`src/sbsw_pkg.sv`:
```
package sbsw_pkg;
  // control register byte address on the register bus
  localparam logic [3:0] SBSW_CTRL_ADDR  = 4'h0;
  localparam logic [3:0] SBSW_STAT_ADDR  = 4'h4;
  localparam logic [31:0] SBSW_CTRL_RST  = 32'h0FFF_7700;
  localparam logic [31:0] SBSW_CTRL_WMASK = 32'h0FFF_77CF;
  localparam int SBSW_MT_BIT    = 0;
  localparam int SBSW_PITCH_LSB = 16;
  localparam int SBSW_WAIT_LSB  = 20;
  localparam int SBSW_REC_LSB   = 24;
  localparam logic [1:0] SBSW_RESP_OKAY   = 2'b00;
  localparam logic [1:0] SBSW_RESP_SLVERR = 2'b10;
  localparam logic [4:0] SBSW_CODE_11 = 5'd12;
  localparam logic [4:0] SBSW_CODE_12 = 5'd15;
  localparam logic [4:0] SBSW_CODE_13 = 5'd20;
  localparam logic [4:0] SBSW_CODE_14 = 5'd25;
  localparam logic [4:0] SBSW_CODE_15 = 5'd31;

  typedef enum logic [2:0] {
    SBSW_IDLE   = 3'b000,
    SBSW_STROBE = 3'b001,
    SBSW_HOLD   = 3'b011,
    SBSW_REC    = 3'b010
  } sbsw_state_t;

  typedef struct packed {
    logic       valid;
    logic       write;
    logic       burst_next;
    logic [1:0] bank;
  } sbsw_req_t;
endpackage

```
`src/sbsw_top.sv`:
```
// Decided for this implementation: the placing of the registers and the AXI4-Lite register port.
`timescale 1ns/1ns
// How it works
// access-wait code sets read strobe waits, or first burst read waits.
// shared table: 0-10 linear, then 12,15,20,25,31; both reset to 1111.
// code 0000 ignores the wait input; any other code honours it.
// burst ROM: pitch code sets waits of each later burst access.
// normal memory: pitch code sets write strobe waits.
// bit 15 ignores writes and reads zero.
// recovery field inserts 0-15 idle cycles on bank change or read-to-write.
// memory-type bit 0 selects normal timing, 1 burst ROM; resets 0.
// honoured wait input holds the strobe past the count until released.
module sbsw_top
  import sbsw_pkg::*;
(
  input  wire logic        aclk,
  input  wire logic        aresetn,
  input  wire logic [3:0]  s_axi_awaddr,
  input  wire logic        s_axi_awvalid,
  output logic             s_axi_awready,
  input  wire logic [31:0] s_axi_wdata,
  input  wire logic [3:0]  s_axi_wstrb,
  input  wire logic        s_axi_wvalid,
  output logic             s_axi_wready,
  output logic [1:0]       s_axi_bresp,
  output logic             s_axi_bvalid,
  input  wire logic        s_axi_bready,
  input  wire logic [3:0]  s_axi_araddr,
  input  wire logic        s_axi_arvalid,
  output logic             s_axi_arready,
  output logic [31:0]      s_axi_rdata,
  output logic [1:0]       s_axi_rresp,
  output logic             s_axi_rvalid,
  input  wire logic        s_axi_rready,
  input  wire sbsw_req_t   req,
  output logic             req_ready,
  input  wire logic        mem_wait_n,
  output logic             rd_strobe_n,
  output logic             wr_strobe_n,
  output logic             done
);
  logic [31:0]  ctrl;
  logic         aw_held;
  logic         w_held;
  logic [3:0]   aw_addr;
  logic [31:0]  w_data;
  logic [3:0]   w_strb;
  sbsw_state_t  state;
  logic [4:0]   count;
  logic [3:0]   rec_count;
  logic [1:0]   last_bank;
  logic         last_read;
  logic         have_last;
  logic         cur_write;
  logic         cur_wait_en;

  // ---------------- register bus ----------------
  wire       aw_take   = s_axi_awvalid && s_axi_awready;
  wire       w_take    = s_axi_wvalid && s_axi_wready;
  wire       aw_have   = aw_held || aw_take;
  wire       w_have    = w_held || w_take;
  wire [3:0] wr_addr   = aw_held ? aw_addr : s_axi_awaddr;
  wire [31:0] wr_data  = w_held ? w_data : s_axi_wdata;
  wire [3:0] wr_strb   = w_held ? w_strb : s_axi_wstrb;
  wire       wr_fire   = aw_have && w_have && !s_axi_bvalid;
  wire       wr_ctrl   = wr_fire && (wr_addr == SBSW_CTRL_ADDR);
  wire       wr_stat   = wr_addr == SBSW_STAT_ADDR;
  wire [31:0] byte_mask = {{8{wr_strb[3]}}, {8{wr_strb[2]}}, {8{wr_strb[1]}}, {8{wr_strb[0]}}};
  wire [31:0] wmask    = byte_mask & SBSW_CTRL_WMASK;
  wire [31:0] next_ctrl = (ctrl & ~wmask) | (wr_data & wmask);
  wire       ar_take   = s_axi_arvalid && s_axi_arready;
  wire       rd_ctrl   = s_axi_araddr == SBSW_CTRL_ADDR;
  wire       rd_stat   = s_axi_araddr == SBSW_STAT_ADDR;
  wire [31:0] stat_word = {26'h000_0000, have_last, last_read, last_bank, state != SBSW_IDLE,
                           rd_strobe_n == 1'b0 || wr_strobe_n == 1'b0};
  wire [31:0] rd_word  = rd_ctrl ? ctrl : (rd_stat ? stat_word : 32'h0000_0000);

  always_ff @(posedge aclk) begin
    if (!aresetn) begin
      ctrl          <= SBSW_CTRL_RST;
      aw_held       <= 1'b0;
      w_held        <= 1'b0;
      aw_addr       <= 4'h0;
      w_data        <= 32'h0000_0000;
      w_strb        <= 4'h0;
      s_axi_awready <= 1'b0;
      s_axi_wready  <= 1'b0;
      s_axi_bvalid  <= 1'b0;
      s_axi_bresp   <= SBSW_RESP_OKAY;
      s_axi_arready <= 1'b0;
      s_axi_rvalid  <= 1'b0;
      s_axi_rdata   <= 32'h0000_0000;
      s_axi_rresp   <= SBSW_RESP_OKAY;
    end else begin
      if (wr_ctrl) begin
        ctrl <= next_ctrl;
      end
      if (aw_take) begin
        aw_addr <= s_axi_awaddr;
      end
      if (w_take) begin
        w_data <= s_axi_wdata;
        w_strb <= s_axi_wstrb;
      end
      aw_held       <= wr_fire ? 1'b0 : aw_have;
      w_held        <= wr_fire ? 1'b0 : w_have;
      s_axi_awready <= !aw_have && !wr_fire && !s_axi_bvalid;
      s_axi_wready  <= !w_have && !wr_fire && !s_axi_bvalid;
      if (wr_fire) begin
        s_axi_bvalid <= 1'b1;
        s_axi_bresp  <= (wr_addr == SBSW_CTRL_ADDR || wr_stat) ? SBSW_RESP_OKAY
                                                              : SBSW_RESP_SLVERR;
      end else if (s_axi_bready) begin
        s_axi_bvalid <= 1'b0;
      end
      s_axi_arready <= !s_axi_rvalid && !ar_take;
      if (ar_take) begin
        s_axi_rvalid <= 1'b1;
        s_axi_rdata  <= rd_word;
        s_axi_rresp  <= (rd_ctrl || rd_stat) ? SBSW_RESP_OKAY : SBSW_RESP_SLVERR;
      end else if (s_axi_rready) begin
        s_axi_rvalid <= 1'b0;
      end
    end
  end

  // ---------------- strobe timing ----------------
  wire       burst_rom  = ctrl[SBSW_MT_BIT];
  wire [3:0] wait_code  = ctrl[SBSW_WAIT_LSB +: 4];
  wire [3:0] pitch_code = ctrl[SBSW_PITCH_LSB +: 4];
  wire [3:0] rec_code   = ctrl[SBSW_REC_LSB +: 4];
  // burst ROM takes pitch for later beats; normal memory takes it for writes
  wire       use_pitch  = burst_rom ? req.burst_next : req.write;
  wire [3:0] sel_code   = use_pitch ? pitch_code : wait_code;
  wire [4:0] sel_cycles;
  wire       sel_wait_en;
  wire       need_rec   = have_last && ((req.bank != last_bank) || (last_read && req.write));
  wire       start      = req.valid && req_ready;

  sbsw_decode u_decode (
    .code    (sel_code),
    .cycles  (sel_cycles),
    .wait_en (sel_wait_en)
  );

  always_ff @(posedge aclk) begin
    if (!aresetn) begin
      state       <= SBSW_IDLE;
      count       <= 5'd0;
      rec_count   <= 4'h0;
      last_bank   <= 2'd0;
      last_read   <= 1'b0;
      have_last   <= 1'b0;
      cur_write   <= 1'b0;
      cur_wait_en <= 1'b0;
      req_ready   <= 1'b0;
      rd_strobe_n <= 1'b1;
      wr_strobe_n <= 1'b1;
      done        <= 1'b0;
    end else begin
      done <= 1'b0;
      case (state)
        SBSW_IDLE: begin
          req_ready <= 1'b1;
          if (start) begin
            req_ready   <= 1'b0;
            cur_write   <= req.write;
            cur_wait_en <= sel_wait_en;
            count       <= sel_cycles;
            last_bank   <= req.bank;
            last_read   <= !req.write;
            have_last   <= 1'b1;
            if (need_rec && rec_code != 4'h0) begin
              rec_count <= rec_code - 4'h1;
              state     <= SBSW_REC;
            end else begin
              rd_strobe_n <= req.write;
              wr_strobe_n <= !req.write;
              state       <= SBSW_STROBE;
            end
          end
        end
        SBSW_REC: begin
          if (rec_count == 4'h0) begin
            rd_strobe_n <= cur_write;
            wr_strobe_n <= !cur_write;
            state       <= SBSW_STROBE;
          end else begin
            rec_count <= rec_count - 4'h1;
          end
        end
        SBSW_STROBE: begin
          if (count != 5'd0) begin
            count <= count - 5'd1;
          end else begin
            state <= SBSW_HOLD;
          end
        end
        SBSW_HOLD: begin
          // an idle wait pin still costs one sample cycle; chosen for a clean pin read
          if (!(cur_wait_en && !mem_wait_n)) begin
            rd_strobe_n <= 1'b1;
            wr_strobe_n <= 1'b1;
            done        <= 1'b1;
            state       <= SBSW_IDLE;
          end
        end
        default: state <= SBSW_IDLE;
      endcase
    end
  end
endmodule

```
`src/sbsw_decode.sv`:
```
`timescale 1ns/1ns
module sbsw_decode
  import sbsw_pkg::*;
(
  input  wire logic [3:0] code,
  output logic      [4:0] cycles,
  output logic            wait_en
);
  // non-linear tail of the shared code table
  always_comb begin
    case (code)
      4'hB:    cycles = SBSW_CODE_11;
      4'hC:    cycles = SBSW_CODE_12;
      4'hD:    cycles = SBSW_CODE_13;
      4'hE:    cycles = SBSW_CODE_14;
      4'hF:    cycles = SBSW_CODE_15;
      default: cycles = {1'b0, code};
    endcase
    wait_en = (code != 4'h0);
  end
endmodule

```
`config.mk`:
```
export PLATFORM = sky130hd
export DESIGN_NAME = sbsw_top
export DESIGN_NICKNAME = d
export VERILOG_FILES = /design/src/sbsw_pkg.sv /design/src/sbsw_top.sv /design/src/sbsw_decode.sv
export SDC_FILE = /design/constraint.sdc
export NUM_CORES = 1
export LEC_CHECK = 0
export ABC_AREA = 1
export BUFFER_PORTS_ARGS = -buffer_cell sky130_fd_sc_hd__buf_2
export CORE_MARGIN = 3
export CORE_UTILIZATION = 47
export DETAILED_ROUTE_END_ITERATION = 8
export GPL_TIMING_DRIVEN = 1
export PLACE_DENSITY = 0.69
export SLEW_MARGIN = 10
export SYNTH_ARGS = -nofsm -noshare
export SYNTH_HDL_FRONTEND = slang
export SYNTH_HIERARCHICAL = 1
export SYNTH_SLANG_ARGS = --single-unit
export TNS_END_PERCENT = 20
```
`constraint.sdc`:
```
create_clock -name aclk -period 2.5 [get_ports aclk]
set_clock_uncertainty 0.2 [all_clocks]
set_input_delay 0.375 -clock aclk [delete_from_list [all_inputs] [get_ports aclk]]
set_output_delay 0.375 -clock aclk [all_outputs]
set_load 0.03 [all_outputs]
```
After elaboration in Yosys (flattened, before gate mapping) --
Index checks and enable logic that the tools add are counted.
Storage, ports and cells: logic and storage cells 144, bits in registers 137, bits of input ports 57, output and inout bits 45
Operators by class: add/subtract/negate cells 3, reduce and logical (&&, ||, !) cells 51, equality and inequality tests 19, muxes and demuxes 38, bitwise operators 7
Operators with widths (number):
- $mux 32 | 2
- $and 32x28->32 | 1
- $and 32x32->32 | 1
- $not 28->32 | 1
- $or 32x32->32 | 1
- $pmux 5 s5 | 1
- $mux 4 | 6
- $eq 4x4->1 const B | 5
- $logic_and 1x1->1 | 16
- $ne 2x2->1 const B | 8
- $mux 1 | 14
- $logic_not 4->1 | 3
- $mux 3 | 4
- $pmux 3 s4 | 1
- $mux 5 | 2
- $pmux 5 s2 | 1
- $logic_not 1->1 | 9
- $eq 4x3->1 const B | 2
- $pmux 4 s2 | 1
- $reduce_and 4->1 | 2
- $reduce_bool 2->1 | 4
- $reduce_bool 4->1 | 2
- $sub 4x1->4 const B | 2
- $eq 3x2->1 const B | 2
- other kinds (15) | 27

Longest topological paths before layout --
depth after elaboration 7, gate-level depth with buffers 13, depth with buffers taken out 12

By module --
Netlist, hierarchy kept.
Modules (own cells, without submodules):
- sbsw_top | seq. area each 2242.2 um^2, times used 1, cells an instance 718, area each 5176.2 um^2
- sbsw_decode | seq. area each 0.0 um^2, times used 1, cells an instance 22, area each 93.8 um^2

Worst setup path after synthesis --
OpenSTA, ideal clock, no wires.
kind input to register, from in req[3] (netlist name), to reg count[3], buffers on the path 0, cell stages on the path 11, data arrival time 1540 ps, setup time 116 ps, required time 2184 ps, setup slack 644 ps, cell sequence inv_1 o21ai_1 o21ai_0 nand2_2 clkinv_1 nand2_1 o21ai_1 nand2_1 o21ai_0 nor2_1 nor2_1
Between the ends: cells in the longest elaborated chain, start to end 6, elaborated cells between the ends (all ways) 10, those cells by class eq/ne (5); mux (5)
Ends and longest elaborated chain:
- start, declared | line sbsw_top.sv:35 | input wire sbsw_req_t req,
- $mux 1 * | line sbsw_top.sv:133 | wire use_pitch = burst_rom ? req.burst_next : req.write;
- $mux 4 * | line sbsw_top.sv:134 | wire [3:0] sel_code = use_pitch ? pitch_code : wait_code;
- named net sel_code[3] | line sbsw_top.sv:134
- $eq 4x4->1 | line sbsw_decode.sv:11 | case (code)
- $pmux 5 s5 * | line sbsw_decode.sv:11
- named net sel_cycles[3] | line sbsw_top.sv:135 | wire [4:0] sel_cycles;
- $mux 5 * | line sbsw_top.sv:165 | if (start) begin
- $pmux 5 s2 * | line sbsw_top.sv:162 | case (state)
- end signal, assigned | line sbsw_top.sv:169 | count <= sel_cycles;
- end signal, assigned | line sbsw_top.sv:194 | count <= count - 5'd1;
- end, declared | line sbsw_top.sv:49 | logic [4:0] count;
Mark *: on every way through the listed nets, which the timed path passes. The rest lies on a longest branch. The select of a mux whose other input is x is not followed. A chain may end at the register's enable or synchronous reset.

==> impl_metrics.tcl <==
set metrics [dict create \
    viasPerCell 5.21 \
    switchingPower_mw 1.66 \
    place_ws_ps 147 \
    design.core.area_um2 10900 \
    hold_slack_ps 37.1 \
    final_max_slew_viol_count 0 \
    syn_inst 740 \
    clk_pin_slew_worst_paths_ps 100 \
    status "complete, no violations" \
    grt_pass1_wl_um 21200 \
    wl_per_cell_um 13.4 \
    synth-edff-count 0 \
    async_flop_share_pct 0 \
    fmax_mhz 442 \
    cts_tree "built" \
    io_buffers 85 \
    synth_top_area_cell "dfxtp_1" \
    crit_fanout 8 \
    worstHoldPathType "in -> reg" \
    rsz0062_at_grt "false" \
    crit_path_end_kind "flop" \
    setup_viol 0 \
    nets 876 \
    initial_utilization_pct 48.4 \
    min_period_ps 2260 \
    timing.final.ws_setup_ps 236 \
    overflow 0 \
    min_period_over_period_pct 90.6 \
    fp.dieH_um 112 \
    cts_resized 0 \
    seqCellArea_um2 2240 \
    drtIter0Drc 394 \
    worstSkewPairLatency_ps 380 \
    power_density_nw_per_um2 752 \
    irDropWorstVdd_mv 0.332 \
    grt_max_degree 53 \
    ys_top_cells_by_area "dfxtp_1 (43%), nand2_1 (10%), o21ai_0 (8.6%)" \
    ios 102 \
    root_buffer "clkbuf_8" \
    cts_max_level 3 \
    comb_power_share_pct 31.5 \
    drcViolationCount 0 \
    setup_tns_ps 0 \
    diodes 0 \
    die_width_um 112 \
    multiInputGateArea_um2 2460 \
    seq_power_share_pct 46.7 \
    whs_path_depth 3 \
    postSynthAreaPerCell_um2 7.12 \
    die_area_um2 12500 \
    clk_path_buf_depth 2 \
    power_leakage_nw 2.81 \
    postRouteWirelength_um 12800 \
    gr-usage-all-layers_pct 20.4 \
    vias 4969 \
    worst_slew_pin_slew_ps 686 \
    synth_cell_types 37 \
    swShare_pct 37.2 \
    fillers 1091 \
    reg2regPathDepth 10 \
    dpl.hpwl_um 9420 \
    antenna_found_initial 0 \
    post-route-util_pct 54.5 \
    ys_warn_count 6 \
    drive_above_1_share_pct 16.3 \
    numCtsBuffers 9 \
    setup.worst_path.class "reg -> reg" \
    dpl_cell_area_um2 5760 \
    synth_top_area_share_pct 42.5 \
    gp_congestion 0.878 \
    p_int_mw 2.80 \
    timing.final.hold_violations 0 \
    synth_flop_cell "dfxtp_1" \
    area_growth_pct 12.6 \
    synthesis.area_um2 5270 \
    yosysMostFrequentCell "nand2_1" \
    grt_pass1_vias 4543 \
    postRouteAntennaNets 0 \
    final_cell_area_um2 5930 \
    drv_cap 0 \
    netlist_top_cells_count "nand2_1 (144), dfxtp_1 (112), o21ai_0 (91)" \
    worst_setup_path_start_kind "flop" \
    synth-seq-cells 112 \
    num_rows 38 \
    drtPass1Iterations 5 \
    clkPwrFrac_pct 21.8 \
    relSlewSlack_pct 53.8 \
    ys_seq_area_share_pct 42.5 \
    cts.sinks 112 \
    critPathArrivalTime_ps 2340 \
    worstPathRequired_ps 2580 \
]
## power by group through the flow
| stage | registers, mW | logic, mW | clock network (mW) |
|---|---|---|---|
| 2_1_floorplan | 2.16 | 1.01 | 0 |
| 3_3_place_gp | 2.11 | 1.35 | 0 |
| 3_5_place_dp | 2.12 | 1.38 | 0 |
| 4_1_cts | 2.08 | 1.40 | 0.995 |
| 5_1_grt | 2.11 | 1.61 | 1.07 |
| 6_report | 2.09 | 1.41 | 0.972 |
## critical path, stage by stage (launching register included)
cell	delay [ps]
dfxtp_1	340
o21ai_1	450
o21ai_0	370
nand2_2	200
clkinv_1	100
nand3_1	100
nand2_1	90
nand2_1	80
o21ai_0	80
nor2_1	100
nor2_1	50
## layout make-up
| class | instances | share of cell area (%) |
|---|---|---|
| multi-input cells | 499 | 41.4 |
| flip-flops and latches | 112 | 37.8 |
| repair buffers | 101 | 9.45 |
| inverters | 88 | 5.65 |
| well taps | 140 | 2.95 |
| clock buffers | 11 | 2.38 |
| clock inverters | 3 | 0.337 |
## per-stage QoR
step | power [mW] | std cells
6_report | 4.46 | 954
4_1_cts | 4.47 | 954
3_5_place_dp | 3.50 | 939
3_3_place_gp | 3.46 | 939
5_1_grt | 4.78 | 954
2_1_floorplan | 3.18 | 747
## placed cells by master (no fill, tap or decap), drive strengths merged, types with 3 or more instances in the layout
master	count
o31ai	11
o21ai	96
nand4	33
nor3	3
nand3	78
nor2	56
o22ai	7
clkinv	3
buf	100
dfxtp	112
clkbuf	11
conb	8
nand2	150
ha	8
inv	86
a21oi	40
## kinds of logic after synthesis
logic type / Yosys count / synth area share [%]
AOI/OAI and AO/OA: 157 / 15.9
xor gates and xnor gates: 1 / 0.166
adders and majority gates: 8 / 1.90
buffers and inverters: 136 / 11.3
DFF: 112 / 42.5
other: 1 / 0.0712
and+or+nand+nor: 325 / 28.1
## path summary, 6_finish.rpt
kind,startpoint,end,slack [ps]
setup / recovery,flop,count[1]$_SDFFE_PN0P_,240
hold / removal,s_axi_wdata[1],w_data[1]$_SDFFE_PN0P_,40
setup reg to reg,flop,count[1]$_SDFFE_PN0P_,240
hold reg to reg,aw_addr[2]$_SDFFE_PN0P_,aw_addr[2]$_SDFFE_PN0P_,260
## routing by layer
layer	up-vias	global-route usage, %	wire (um)
met2	157	31.1	5640
met5	-	0	0
li1	2567	-	-
met3	18	3.15	703
met1	2227	29.2	6220
met4	0	7.95	254
## what timing repair did
action,4_1_cts,5_1_grt
hold endpoints to repair,1,0
hold buffers,1,0
setup buffers,0,0
(Power assumes the default switching activity.)
